**config.mk**
```make
export PLATFORM = sky130hd
export DESIGN_NAME = bdvs_pin_select
export DESIGN_NICKNAME = d
export VERILOG_FILES = /design/src/common/bdvs_pkg.sv /design/src/design/bdvs_pin_select.sv /design/src/design/bdvs_pair_decode.sv
export SDC_FILE = /design/constraint.sdc
export NUM_CORES = 1
export LEC_CHECK = 0
export ABC_CLOCK_PERIOD_IN_PS = 4900
export BUFFER_PORTS_ARGS = -buffer_cell sky130_fd_sc_hd__buf_2
export CAP_MARGIN = 10
export CORE_ASPECT_RATIO = 2
export CORE_MARGIN = 1.5
export CORE_UTILIZATION = 43
export CTS_CLUSTER_SIZE = 24
export DETAILED_ROUTE_END_ITERATION = 10
export PLACE_DENSITY = 0.64
export SLEW_MARGIN = 30
export SYNTH_ARGS = -nofsm -noshare
export SYNTH_HDL_FRONTEND = slang
export SYNTH_HIERARCHICAL = 1
export SYNTH_SLANG_ARGS = --single-unit
```
**constraint.sdc**
```tcl
create_clock -name ref_clk -period 4.9 [get_ports ref_clk]
set_input_delay 0.49 -clock ref_clk [delete_from_list [all_inputs] [get_ports ref_clk]]
set_output_delay 0.49 -clock ref_clk [all_outputs]
set_load 0.05 [all_outputs]
```
**src/common/bdvs_pkg.sv**
```systemverilog
package bdvs_pkg;
   // ==========================================================
   // register map
   localparam logic [7:0] BDVS_ADDR_PAIR_SEL = 8'h3a;
   localparam logic [7:0] BDVS_ADDR_ALT0 = 8'h3b;
   localparam logic [7:0] BDVS_ADDR_ALT1 = 8'h3c;
   localparam logic [7:0] BDVS_ADDR_ALT2 = 8'h3d;
   localparam logic [7:0] BDVS_ADDR_ALT3 = 8'h3e;
   localparam logic [7:0] BDVS_ADDR_READBACK = 8'h3f;
   // ==========================================================
   // field layout and reset values
   localparam int BDVS_SEL_W = 5;
   localparam int BDVS_CODE_W = 6;
   localparam int BDVS_PIN_N = 8;
   localparam int BDVS_PIN_IDX_W = 3;
   localparam int BDVS_SET_N = 4;
   localparam logic [4:0] BDVS_SEL_DISABLED = 5'h00;
   localparam logic [4:0] BDVS_SEL_FIRST = 5'h01;
   localparam logic [4:0] BDVS_SEL_RESET = 5'h00;
   localparam logic [5:0] BDVS_CODE_RESET = 6'h00;
   localparam logic [7:0] BDVS_RDATA_UNMAPPED = 8'h00;
   // ==========================================================
   // voltage encoding, millivolts
   localparam int BDVS_MV_W = 12;
   localparam logic [11:0] BDVS_BASE_MV = 12'd550;
   localparam logic [11:0] BDVS_STEP_MV = 12'd50;
   localparam logic [11:0] BDVS_TOP_MV = 12'd3700;
   localparam logic [5:0] BDVS_CODE_TOP = 6'h3f;
   // ==========================================================
   // latency, pin edge to target register
   localparam int BDVS_SYNC_STAGES = 2;
   localparam int BDVS_PIN_TO_TARGET = 3;
endpackage : bdvs_pkg

```
**src/design/bdvs_pin_select.sv**
```systemverilog
// Functional notes
// - pair select zero disables scaling; control pins then ignored for the target.
// - select codes 1 to 28 each name one pin pair, 0/1 first, then 0/2, onward.
// - six-bit codes map linearly: 0.55 V at zero, 50 mV per count, 3.7 V top.
// - scaling enabled and selected pins at 01 apply alternate setting 1.
// - alternate setting 2 is its own read/write code, applied for its pin state.
// - a read-only field reports the scaling target currently in effect.
`timescale 1ns/1ns
`default_nettype none
module bdvs_pin_select (
   input wire logic ref_clk,
   input wire logic reset,
   input wire logic [bdvs_pkg::BDVS_PIN_N-1:0] multi_purpose_control_pin,
   input wire logic [bdvs_pkg::BDVS_CODE_W-1:0] main_voltage_code,
   input wire logic [7:0] reg_addr,
   input wire logic reg_wr,
   input wire logic [7:0] reg_wdata,
   input wire logic reg_rd,
   output logic [7:0] reg_rdata,
   output logic dynamic_voltage_scaling_on,
   output logic [bdvs_pkg::BDVS_CODE_W-1:0] target_code,
   output logic [bdvs_pkg::BDVS_MV_W-1:0] target_millivolts
);
   import bdvs_pkg::*;

   // ==========================================================
   // elaboration checks
   if (BDVS_BASE_MV + BDVS_STEP_MV * 12'(BDVS_CODE_TOP) != BDVS_TOP_MV) begin : g_bad_scale
      $error("voltage scale does not reach its top value");
   end

   // ==========================================================
   // state
   typedef struct packed {
      logic [BDVS_PIN_N-1:0] pin_meta;
      logic [BDVS_PIN_N-1:0] pin_sync;
      logic [BDVS_SEL_W-1:0] pin_pair_select_field;
      logic [BDVS_SET_N-1:0][BDVS_CODE_W-1:0] alt_code;
      logic enabled;
      logic [BDVS_CODE_W-1:0] target;
      logic [BDVS_MV_W-1:0] target_mv;
      logic [7:0] rdata;
   } bdvs_state_s;

   bdvs_state_s cur;
   bdvs_state_s next_cur;
   logic pair_valid;
   logic [BDVS_PIN_IDX_W-1:0] pin_first;
   logic [BDVS_PIN_IDX_W-1:0] pin_second;
   logic [1:0] pin_state;
   logic [BDVS_CODE_W-1:0] next_target;

   bdvs_pair_decode u_pair_decode (
      .sel_code(cur.pin_pair_select_field),
      .pair_valid(pair_valid),
      .pin_first(pin_first),
      .pin_second(pin_second)
   );

   // first listed pin of the pair is the upper bit of the state
   assign pin_state = {cur.pin_sync[pin_first], cur.pin_sync[pin_second]};

   function automatic logic [7:0] read_mux(input logic [7:0] addr, input bdvs_state_s s);
      logic [7:0] d;
      d = BDVS_RDATA_UNMAPPED;
      unique case (addr)
         BDVS_ADDR_PAIR_SEL: d = {3'h0, s.pin_pair_select_field};
         BDVS_ADDR_ALT0: d = {2'h0, s.alt_code[0]};
         BDVS_ADDR_ALT1: d = {2'h0, s.alt_code[1]};
         BDVS_ADDR_ALT2: d = {2'h0, s.alt_code[2]};
         BDVS_ADDR_ALT3: d = {2'h0, s.alt_code[3]};
         BDVS_ADDR_READBACK: d = {2'h0, s.target};
         default: d = BDVS_RDATA_UNMAPPED;
      endcase
      return d;
   endfunction : read_mux

   // ==========================================================
   // next state
   always_comb begin
      next_cur = cur;
      // pins come from the host, asynchronous to ref_clk
      next_cur.pin_meta = multi_purpose_control_pin;
      next_cur.pin_sync = cur.pin_meta;
      if (reg_wr) begin
         unique case (reg_addr)
            BDVS_ADDR_PAIR_SEL: next_cur.pin_pair_select_field = reg_wdata[BDVS_SEL_W-1:0];
            BDVS_ADDR_ALT0: next_cur.alt_code[0] = reg_wdata[BDVS_CODE_W-1:0];
            BDVS_ADDR_ALT1: next_cur.alt_code[1] = reg_wdata[BDVS_CODE_W-1:0];
            BDVS_ADDR_ALT2: next_cur.alt_code[2] = reg_wdata[BDVS_CODE_W-1:0];
            BDVS_ADDR_ALT3: next_cur.alt_code[3] = reg_wdata[BDVS_CODE_W-1:0];
            // readback is read-only, unmapped writes are dropped
            default: next_cur = next_cur;
         endcase
      end
      next_cur.enabled = pair_valid;
      if (pair_valid) begin
         next_target = cur.alt_code[pin_state];
      end else begin
         next_target = main_voltage_code;
      end
      next_cur.target = next_target;
      next_cur.target_mv = BDVS_BASE_MV + BDVS_STEP_MV * BDVS_MV_W'(next_target);
      if (reg_rd) begin
         next_cur.rdata = read_mux(reg_addr, cur);
      end
   end

   // ==========================================================
   // registers; no documented reset values, zero chosen, except millivolts at 550 to match code zero
   always_ff @(posedge ref_clk or posedge reset) begin
      if (reset) begin
         cur.pin_meta <= '0;
         cur.pin_sync <= '0;
         cur.pin_pair_select_field <= BDVS_SEL_RESET;
         cur.alt_code <= {BDVS_SET_N{BDVS_CODE_RESET}};
         cur.enabled <= 1'b0;
         cur.target <= BDVS_CODE_RESET;
         cur.target_mv <= BDVS_BASE_MV;
         cur.rdata <= BDVS_RDATA_UNMAPPED;
      end else begin
         cur <= next_cur;
      end
   end

   assign reg_rdata = cur.rdata;
   assign dynamic_voltage_scaling_on = cur.enabled;
   assign target_code = cur.target;
   assign target_millivolts = cur.target_mv;
endmodule : bdvs_pin_select
`default_nettype wire

```
**src/design/bdvs_pair_decode.sv**
```systemverilog
`timescale 1ns/1ns
`default_nettype none
module bdvs_pair_decode (
   input wire logic [bdvs_pkg::BDVS_SEL_W-1:0] sel_code,
   output logic pair_valid,
   output logic [bdvs_pkg::BDVS_PIN_IDX_W-1:0] pin_first,
   output logic [bdvs_pkg::BDVS_PIN_IDX_W-1:0] pin_second
);
   import bdvs_pkg::*;

   // ==========================================================
   // code n names the n-th pair in lexicographic order
   always_comb begin
      logic [BDVS_SEL_W-1:0] n;
      n = BDVS_SEL_FIRST;
      pair_valid = 1'b0;
      pin_first = '0;
      pin_second = '0;
      for (int a = 0; a < BDVS_PIN_N - 1; a++) begin
         for (int b = a + 1; b < BDVS_PIN_N; b++) begin
            if (sel_code == n) begin
               pair_valid = 1'b1;
               pin_first = a[BDVS_PIN_IDX_W-1:0];
               pin_second = b[BDVS_PIN_IDX_W-1:0];
            end
            n = n + 5'h01;
         end
      end
      // zero and the codes past the 28th pair select nothing
      if (sel_code == BDVS_SEL_DISABLED) begin
         pair_valid = 1'b0;
      end
   end
endmodule : bdvs_pair_decode
`default_nettype wire

```
After elaboration in Yosys (flattened, before gate mapping). Index checks and enable logic that the tools add are counted.

$add $sub $neg: 1. Multiply operators: 1. Magnitude comparators: 3. Equality and inequality tests: 34. Muxes and demuxes: 87. Reduce and logical (&&, ||, !) cells: 6.

Operators by type and width (number): $mux 3 (32); $eq 5x5->1 const B (13); $eq 8x6->1 const B (6); $eq 5x4->1 const B (8); $mux 1 (38); $pmux 6 s6 (1); $eq 5x3->1 const B (4); $mux 2 (10); $add 10x12->12 const A (1); $bmux 6 s2 (1); $mux 6 (2); $mul 5x6->11 const A (1); $eq 5x2->1 const B (2); $reduce_and 2->1 (5); $lt 3x4->1 const B (2); $mux 8 (1); $bmux 1 s3 (2); $eq 5x1->1 const B (1); $logic_not 5->1 (1); $lt 2x3->1 const B (1).

Register bits: 72. Output and inout bits: 27. Logic and storage cells: 143.

Longest topological paths before layout. Gate-level depths: netlist (run 1).

Depth in word-level cells: 36. Depth in mapped cells: 24. Mapped depth without buffers: 21.

Hierarchy. Netlist (run 1), hierarchy kept.

Modules (own cells, without submodules): bdvs_pin_select (instances 1, cells each 291, area an instance 3681.0 um2, seq. area each 1731.7 um2); bdvs_pair_decode (instances 1, cells each 42, area an instance 287.8 um2, seq. area each 0.0 um2).

Worst setup path after synthesis (run 1). Ideal clock, no wire load.

Path type: register to register. Start: reg cur[51] (netlist bit). End: reg cur, in the netlist target_millivolts[10]. Arrival time: 4.901 ns. Required time: 4.820 ns. Setup slack: -0.081 ns. Stages on the path, launching flop included: 19. Clock period less this slack: 4.981 ns. Cell sequence: dfrtp_1 buf_4 mux2i_1 o22ai_1 a21oi_1 mux4_1 mux2i_4 mux4_2 mux2_4 inv_1 ha_1 ha_1 ha_1 fa_1 xor2_1 nand2_1 or2_2 o31ai_1 xnor2_1.

RTL lines: from (decl) (RTL line bdvs_pin_select.sv:45) `bdvs_state_s cur;`; from (signal assigned) (RTL line bdvs_pin_select.sv:122) `cur <= next_cur;`.

==> results.sh, run 1 <==
export IMPL_clk_path_buf_depth=2
export IMPL_die_h_um=139
export IMPL_drtAntennaViolNets=0
export IMPL_insertion_delay_ps=340
export IMPL_hpwlAfterDp_um=7040
export IMPL_critical_path_slowest_cell="mux4_2"
export IMPL_dr_total_vias=2834
export IMPL_cpPeakStageDelay_ps=600
export IMPL_place_ws_ps=-164
export IMPL_grt_pass1_vias=3033
export IMPL_fin_crit_sh=0.971
export IMPL_ys_ff_latch=69
export IMPL_layout_area_overhead_vs_synth_pct=25.1
export IMPL_numCtsBuffers=9
export IMPL_fin_nets=473
export IMPL_status="finished clean"
export IMPL_reg2reg_from="cur[53]"
export IMPL_seq_area_frac_synth=0.436
export IMPL_crit_buf_inv=6
export IMPL_start_util=0.443
export IMPL_drv_slew=0
export IMPL_utilization=0.555
export IMPL_dp_cells=493
export IMPL_fp_dieW_um=70.9
export IMPL_cts_htree_levels=3
export IMPL_hold_viol_final=0
export IMPL_antenna_found_initial=0
export IMPL_worstHoldPathType="input port to flip-flop"
export IMPL_ys_warn_count=6
export IMPL_post_route_cells_drive_above_1_share=0.490
export IMPL_track_usage=0.192
export IMPL_finalSetupViolCount=0
export IMPL_synth_area_mm2=0.00397
export IMPL_p_leak_uw=0.00229
export IMPL_cts_root_buf="clkbuf_16"
export IMPL_async_flop_share=1.00
export IMPL_wire_per_inst_um=17.7
export IMPL_endpoint_kind="flip-flop"
export IMPL_worstPathRequired_ps=5120
export IMPL_timing_critical_path_cells="buf_6 -> nor2b_1 -> o211ai_1 -> o311ai_2 -> buf_4 -> mux2i_1 -> mux4_2 -> buf_6 -> a211oi_2 -> a21oi_2 -> mux2_4 -> buf_4 -> ha_1 -> ha_1 -> ha_1 -> ha_1 -> inv_1 -> xnor2_2 -> o31ai_2 -> buf_4 -> xnor2_1"
export IMPL_cts_tree="done"
export IMPL_skew_ps=6.74
export IMPL_whs_path_depth=1
export IMPL_layout_cells_non_filler=522
export IMPL_crit_fanout=6
export IMPL_wl_um=9250
export IMPL_initialDrtViolationCount=165
export IMPL_drv_cap=0
export IMPL_r2r_setup_slack_ps=140
export IMPL_worstMarginPinSlew_ps=895
export IMPL_synthCells=333
export IMPL_io_buffers=55
export IMPL_io_pins=61
export IMPL_synth_top_area_share=0.410
export IMPL_worstSetupPathType="flip-flop to flip-flop"
export IMPL_grt_overflow_total=0
export IMPL_syn_area_per_cell_um2=11.9
export IMPL_detail_route_vias_per_cell=5.43
export IMPL_power_density_mw_per_mm2=470
export IMPL_yosysMostFrequentCell="dfrtp_1"
export IMPL_netlist_top_cells_count="65 x dfrtp_1, 31 x mux2_2, 30 x buf_4"
export IMPL_reg2reg_to="target_millivolts[10]"
export IMPL_slew_headroom=0.399
export IMPL_synth_edf_count=0
export IMPL_dieArea_mm2=0.00985
export IMPL_drcViolationCount=0
export IMPL_synthDistinctLibCells=56
export IMPL_reg2reg_depth=21
export IMPL_setup_ws_ps=143
export IMPL_grt_pass1_wl_um=14500
export IMPL_yosys_area_top_type="dfrtp_1"
export IMPL_synthFlopType="dfrtp_1"
export IMPL_core_mm2=0.00895
export IMPL_path_clk_slew_ps=60
export IMPL_cp_start_kind="flip-flop"
export IMPL_num_rows=49
export IMPL_drtPass1Iterations=6
export IMPL_cts_sinks=69
export IMPL_holdCritStartpoint="multi_purpose_control_pin[7]"
export IMPL_routabilityCongestion=0.785
export IMPL_arrival_ps=4980
export IMPL_period_needed_ps=4760
export IMPL_fill_cells=786
export IMPL_vdd_drop_max_mv=0.345
export IMPL_path_common_cell="ha_1"
export IMPL_path_delay_family="adder cells"
export IMPL_grt_max_degree=70
export IMPL_fmax_mhz=210
export IMPL_synth_area_top_cells="dfrtp_1 41%, mux2_2 8.8%, ha_1 7.3%, buf_4 5.7%, mux2i_1 3.5%"
export IMPL_hold_path_end="cur[71]"
export IMPL_antenna_cells=0
-- how the worst max path moves through the flow --
stage / from / end / slack (ps) / cells after the start
finish: cur[53] / target_millivolts[10] / 140 / 21
global route: cur[53] / target_millivolts[10] / -90 / 22
CTS: cur[51] / target_millivolts[10] / -40 / 18
detailed placement: cur[51] / target_millivolts[10] / -160 / 18
global placement: cur[51] / target_millivolts[10] / -80 / 18
floorplan: cur[51] / target_millivolts[10] / 0.4 / 18
-- where the power goes --
group	total [uW]	internal (uW)	leakage, uW	switching [uW]
combinational	989	433	0.00126	556
clock	661	401	0.000147	260
sequential	682	652	0.000878	30.6
total	2330	1490	0.00229	847
-- cell type report --
| class | count | area, um^2 | share of cell area |
|---|---|---|---|
| clock buffers | 9 | 225 | 0.0454 |
| clock inverters | 7 | 81.3 | 0.0164 |
| inverters | 17 | 63.8 | 0.0129 |
| multi-input cells | 211 | 2040 | 0.412 |
| flip-flops and latches | 69 | 1730 | 0.349 |
| well taps | 102 | 128 | 0.0257 |
| repair buffers | 107 | 688 | 0.139 |
-- through the flow --
step | hold slack, ps | total power [uW] | cell area [um^2] | setup TNS [ps]
global placement | 333 | 1540 | 4380 | -81.6
finish | 256 | 2330 | 4960 | 0
floorplan | 331 | 1360 | 3980 | 0
CTS | 244 | 2250 | 4720 | -41.3
detailed placement | 335 | 1560 | 4380 | -343
global route | 246 | 2450 | 4960 | -191
-- layer usage --
layer / up-vias / GRT usage / routed length (um) / share of wire
li1: 1346 / - / - / -
met1: 1402 / 0.184 / 3160 / 0.34
met2: 68 / 0.371 / 5490 / 0.59
met3: 18 / 0.0371 / 334 / 0.036
met4: 0 / 0.0953 / 261 / 0.028
met5: - / 0 / 0 / 0
-- placed cells by master (no fill, tap or decap), drive strengths merged, types with 3 or more instances in the layout --
cell type	Yosys	layout
clkbuf	1	9
mux4	4	4
a21o	7	7
xnor2	13	13
conb	1	3
o21ai	10	10
nor2	7	7
buf	37	107
mux2	32	32
nor2b	7	7
dfrtp	65	65
nor3	5	5
a21oi	11	11
a211oi	5	5
o221ai	3	3
nand2	13	13
and2	3	3
mux2i	16	16
inv	17	20
or2b	3	3
nand2b	3	3
xor2	5	5
ha	23	23
a222oi	11	11
dfstp	4	4
-- worst register-to-register path, stage by stage (launching register included) --
cell,delay [ps]
dfrtp_1,400
buf_6,130
nor2b_1,140
o211ai_1,220
o311ai_2,150
buf_4,180
mux2i_1,120
mux4_2,600
buf_6,190
a211oi_2,230
a21oi_2,60
mux2_4,290
buf_4,150
ha_1,270
ha_1,280
ha_1,270
ha_1,320
inv_1,90
xnor2_2,220
o31ai_2,100
buf_4,140
xnor2_1,110
-- state kept, by name (all words and copies together) (netlist names) --
register and cells:
target_millivolts 11, cur 45, target_code 6, reg_rdata 6
dynamic_voltage_scaling_on 1
-- timing repair --
item | CTS | global route
gates resized for setup | 8 | 30
hold endpoints to repair | 0 | 0
setup buffers | 1 | 12
endpoints found under the setup margin | 4 | 4
hold buffers | 0 | 0
cloned | 0 | 0
pin swaps | 1 | 16
-- cell families after synthesis --
| family | share of synthesized area |
|---|---|
| compound gates | 0.121 |
| xor+xnor | 0.0397 |
| fa+ha+maj | 0.0776 |
| buf+inv | 0.0914 |
| flops | 0.436 |
| mux | 0.163 |
| other cells | 0.000945 |
| simple gates | 0.0700 |
No activity file was read; power rests on OpenSTA's default activity.
==> run 2, diff against run 1 <==
- ABC_CLOCK_PERIOD_IN_PS: 4900 -> 5990
- PLACE_DENSITY: 0.64 -> 0.61
- clock period: 4.9 -> 5.99 ns (I/O delays scaled with it)
==> run 2 against run 1 <==
Effect of this change: first-iteration DRC count up 0.61%; critical path depth down 4; combinational power down 38%; die area unchanged; via count down 2.3%; clock power down 25%; wire length down 3.4%; critical path type unchanged; largest power group unchanged.
==> results.sh, run 2 (synthesis results as in run 1) <==
export IMPL_skew_ps=6.34
export IMPL_grt_overflow_total=0
export IMPL_cts_sinks=69
export IMPL_crit_fanout=16
export IMPL_drv_cap=0
export IMPL_power_density_mw_per_mm2=376
export IMPL_cts_resized=0
export IMPL_grt_pass1_vias=2870
export IMPL_worstPathRequired_ps=6240
export IMPL_drv_slew=0
export IMPL_post_route_cells_drive_above_1_share=0.347
export IMPL_crit_start="cur[51]"
export IMPL_critical_path_slowest_cell="mux4_1"
export IMPL_seq_area_mm2=0.00173
export IMPL_drtPass1Iterations=4
export IMPL_drtAntennaViolNets=0
export IMPL_initialDrtViolationCount=166
export IMPL_cp_start_kind="flip-flop"
export IMPL_timing_critical_path_cells="mux2i_1 -> o22ai_1 -> a21oi_1 -> mux4_1 -> mux2i_4 -> mux4_2 -> mux2_4 -> inv_1 -> ha_1 -> ha_1 -> ha_1 -> fa_1 -> xor2_1 -> nand2_1 -> or2_2 -> o31ai_1 -> xnor2_1"
export IMPL_path_clk_slew_ps=60
export IMPL_num_rows=49
export IMPL_hold_viol_final=0
export IMPL_antenna_found_initial=0
export IMPL_slew_headroom=0.326
export IMPL_fmax_mhz=177
export IMPL_cts_root_buf="clkbuf_16"
export IMPL_reg2reg_from="cur[51]"
export IMPL_hpwlAfterDp_um=6820
export IMPL_p_leak_uw=0.00206
export IMPL_dieArea_mm2=0.00985
export IMPL_dr_total_vias=2769
export IMPL_cts_setup_buffers=0
export IMPL_finalSetupViolCount=0
export IMPL_top_register="cur"
export IMPL_cpPeakStageDelay_ps=640
export IMPL_cts_htree_levels=3
export IMPL_io_pins=61
export IMPL_fin_crit_sh=0.945
export IMPL_worstMarginPinSlew_ps=1000
export IMPL_r2r_setup_slack_ps=330
export IMPL_vdd_drop_max_mv=0.305
export IMPL_arrival_ps=5910
export IMPL_fin_nets=430
export IMPL_largest_reg_flops=45
export IMPL_insertion_delay_ps=330
export IMPL_period_needed_ps=5660
export IMPL_detail_route_vias_per_cell=5.78
export IMPL_power_uw=1670
export IMPL_core_mm2=0.00895
export IMPL_worstHoldPathType="input port to async pin"
export IMPL_crit_end="target_millivolts[10]"
export IMPL_path_common_cell="ha_1"
export IMPL_grt_max_degree=70
export IMPL_grt_pass1_wl_um=13800
export IMPL_reg2reg_to="target_millivolts[10]"
export IMPL_fp_dieW_um=70.9
export IMPL_layout_area_overhead_vs_synth_pct=12.1
export IMPL_reg2reg_depth=17
export IMPL_io_buffers=55
export IMPL_tns_ps=0
export IMPL_fill_cells=814
export IMPL_drcViolationCount=0
export IMPL_endpoint_kind="flip-flop"
export IMPL_worstSetupPathType="flip-flop to flip-flop"
export IMPL_ctsHoldBuffers=0
export IMPL_routabilityCongestion=0.825
export IMPL_status="finished clean"
export IMPL_die_h_um=139
export IMPL_grt_setup_unrepaired="no"
export IMPL_wl_um=8930
export IMPL_start_util=0.443
export IMPL_antenna_cells=0
export IMPL_cts_tree="done"
export IMPL_track_usage=0.185
export IMPL_wire_per_inst_um=18.6
export IMPL_final_cell_mix="65 x dfrtp_1, 55 x buf_2, 31 x mux2_2"
export IMPL_numCtsBuffers=9
export IMPL_mostFrequentLayoutCell="dfrtp_1"
export IMPL_multi_input_area_mm2=0.00188
export IMPL_clk_path_buf_depth=2
-- run 2: changes by cell type in the layout (fill, tap and decap cells not counted), moves of 6 or more --
cell,previous run,this run
a21oi_2,7,0
ha_4,6,0
buf_4,46,8
a21oi_1,4,11
ha_1,15,23
buf_6,6,0
-- run 2: area by class of cell --
| type | instances | area share |
|---|---|---|
| Clock buffer | 9 | 0.0506 |
| Clock inverter | 7 | 0.0129 |
| Inverter | 17 | 0.0143 |
| Multi-Input combinational cell | 211 | 0.423 |
| Sequential cell | 69 | 0.389 |
| Tap cell | 102 | 0.0287 |
| Timing Repair Buffer | 64 | 0.0815 |
-- run 2: how the worst min path moves through the flow --
| stage | start | endpoint | slack [ps] | depth (start not counted) |
|---|---|---|---|---|
| 2_1_floorplan | cur[64] | cur[56] | 330 | 0 |
| 3_3_place_gp | cur[66] | cur[58] | 330 | 0 |
| 3_5_place_dp | cur[67] | cur[59] | 330 | 0 |
| 4_1_cts | cur[67] | cur[59] | 350 | 0 |
| 5_1_grt | reset | cur[65] | 310 | 3 |
| 6_report | reset | target_millivolts[6] | 290 | 3 |
-- run 2: metal layers --
metal,up-vias,part of all wire,global-route usage
met4,0,0.039,0.112
met1,1412,0.35,0.178
li1,1259,-,-
met3,24,0.031,0.0371
met5,-,0,0
met2,74,0.58,0.345
-- run 2: critical path, delay by kind of cell (launching register included) --
kind,cells,cell delay (ps)
AO/OA/AOI/OAI,3,780
multiplexers,5,1950
flip-flops,1,620
buffers and inverters,1,70
XOR/XNOR,2,500
adder cells (fa/ha/maj),4,1210
AND/OR/NAND/NOR,2,440
-- run 2: power by group --
part | total [uW] | switching [uW] | internal (uW)
Clock | 497 | 212 | 285
Sequential | 562 | 28.6 | 533
Combinational | 614 | 398 | 216
-- run 2: per-stage QoR --
step	hold slack [ps]	utilization	instance area, um^2	cells	setup WS, ps
2_1_floorplan	331	-	3980	335	1010
5_1_grt	308	0.497	4450	479	34.4
3_5_place_dp	335	0.463	4140	462	315
6_report	290	0.497	4450	479	328
4_1_cts	349	0.494	4420	478	281
3_3_place_gp	334	0.463	4140	462	469
==> run 3, diff against run 2 <==
- RECOVER_POWER: not set -> 25
==> run 3 against run 2 <==
Effect of this change: the run now ends with capacitance limit, slew limit left; critical endpoint unchanged; largest cell class unchanged; maximum frequency about the same; power decreased by 0.21%; critical path type unchanged; final area decreased by 0.62%; via count decreased by 0.47%; clock skew about the same.
==> results.sh, run 3 (synthesis results as in run 1) <==
export IMPL_fmax_mhz=177
export IMPL_tns_ps=0
export IMPL_place_ws_ps=315
export IMPL_drtAntennaViolNets=0
export IMPL_dieArea_mm2=0.00985
export IMPL_setup_ws_ps=325
export IMPL_worstHoldPathType="flip-flop to flip-flop"
export IMPL_cts_tree="done"
export IMPL_reg2reg_to="target_millivolts[10]"
export IMPL_drtPass1Iterations=5
export IMPL_layout_area_overhead_vs_synth_pct=11.4
export IMPL_finalSetupViolCount=0
export IMPL_num_rows=49
export IMPL_fp_dieW_um=70.9
export IMPL_mostFrequentLayoutCell="dfrtp_1"
export IMPL_numCtsBuffers=9
export IMPL_drv_slew=49
export IMPL_violations="capacitance limit, slew limit"
export IMPL_core_mm2=0.00895
export IMPL_die_h_um=139
export IMPL_hpwlAfterDp_um=6820
export IMPL_holdCritStartpoint="cur[66]"
export IMPL_track_usage=0.185
export IMPL_cts_root_buf="clkbuf_16"
export IMPL_arrival_ps=5910
export IMPL_largest_reg_flops=45
export IMPL_fill_cells=817
export IMPL_cts_resized=0
export IMPL_path_clk_slew_ps=60
export IMPL_endpoint_kind="flip-flop"
export IMPL_cts_htree_levels=3
export IMPL_routabilityCongestion=0.825
export IMPL_insertion_delay_ps=330
export IMPL_vdd_drop_max_mv=0.305
export IMPL_io_pins=61
export IMPL_antenna_found_initial=0
export IMPL_top_register="cur"
export IMPL_reg2reg_depth=17
export IMPL_clk_path_buf_depth=2
export IMPL_grt_max_degree=70
export IMPL_initialDrtViolationCount=150
export IMPL_wl_um=8890
export IMPL_crit_fanout=16
export IMPL_hold_viol_final=0
export IMPL_antenna_cells=0
export IMPL_wire_per_inst_um=18.6
export IMPL_ctsHoldBuffers=0
export IMPL_final_cell_mix="65 x dfrtp_1, 55 x buf_2, 31 x mux2_2"
export IMPL_power_uw=1670
export IMPL_utilization=0.494
export IMPL_post_route_cells_drive_above_1_share=0.340
export IMPL_cts_sinks=69
export IMPL_power_density_mw_per_mm2=377
export IMPL_status="finished, violations left"
export IMPL_start_util=0.443
export IMPL_slew_headroom=-0.756
export IMPL_fin_nets=430
export IMPL_io_buffers=55
export IMPL_skew_ps=6.27
export IMPL_dr_total_vias=2756
export IMPL_r2r_setup_slack_ps=330
export IMPL_reg2reg_from="cur[51]"
export IMPL_detail_route_vias_per_cell=5.75
export IMPL_whs_path_depth=0
export IMPL_worstPathRequired_ps=6240
export IMPL_drv_cap=1
export IMPL_grt_pass1_wl_um=13800
export IMPL_worstMarginPinSlew_ps=2630
export IMPL_fin_crit_sh=0.946
export IMPL_hold_path_end="cur[58]"
export IMPL_grt_setup_unrepaired="no"
export IMPL_drcViolationCount=0
export IMPL_cts_setup_buffers=0
export IMPL_period_needed_ps=5660
export IMPL_worstSetupPathType="flip-flop to flip-flop"
export IMPL_p_leak_uw=0.00205
export IMPL_cp_start_kind="flip-flop"
export IMPL_grt_overflow_total=0
export IMPL_grt_pass1_vias=2870
[run 3: cell types whose count changed in the layout (fill, tap and decap cells not counted), sizes merged]
cell | before | now
buf | 64 | 62
clkbuf | 9 | 11
[run 3: critical path, stage by stage, from the launching register on]
cell,delay (ps)
dfrtp_1,620
mux2i_1,260
o22ai_1,100
a21oi_1,290
mux4_1,640
mux2i_4,200
mux4_2,520
mux2_4,330
inv_1,70
ha_1,250
ha_1,300
ha_1,230
fa_1,430
xor2_1,320
nand2_1,120
or2_2,320
o31ai_1,390
xnor2_1,180
[run 3: per-stage QoR]
stage | cells | area (um^2) | hold WS, ps
after floorplan | 335 | 3980 | 331
after global placement | 462 | 4140 | 334
after CTS | 478 | 4420 | 349
after global routing | 479 | 4420 | 355
after detailed placement | 462 | 4140 | 335
final | 479 | 4420 | 347
[run 3: area by class of cell]
class	count	area, um^2	share of cell area
timing repair buffer	64	335	0.0758
clock buffer	9	225	0.0509
inverter	17	63.8	0.0144
multi-input combinational	211	1880	0.425
sequential	69	1730	0.392
tap	102	128	0.0289
clock inverter	7	57.6	0.0130
[run 3: worst max-delay path by stage]
stage | start | endpoint | slack (ps) | cells after the start
2_1_floorplan | cur[51] | target_millivolts[10] | 1010 | 18
3_3_place_gp | cur[51] | target_millivolts[10] | 470 | 17
3_5_place_dp | cur[51] | target_millivolts[10] | 320 | 17
4_1_cts | cur[51] | target_millivolts[10] | 280 | 17
5_1_grt | cur[51] | target_millivolts[10] | 30 | 17
6_report | cur[51] | target_millivolts[10] | 330 | 17
[run 3: metal layers]
layer / vias up / GRT usage / wire length [um]
li1: 1253 / - / -
met3: 31 / 0.0371 / 266
met4: 0 / 0.112 / 409
met5: - / 0 / 0
met2: 68 / 0.345 / 5150
met1: 1404 / 0.178 / 3060
[run 3: power by group]
| group | leakage [uW] | internal, uW | switching, uW |
|---|---|---|---|
| combinational | 0.00104 | 214 | 398 |
| clock | 0.000129 | 285 | 211 |
| sequential | 0.000880 | 533 | 28.3 |
| total | 0.00205 | 1030 | 638 |
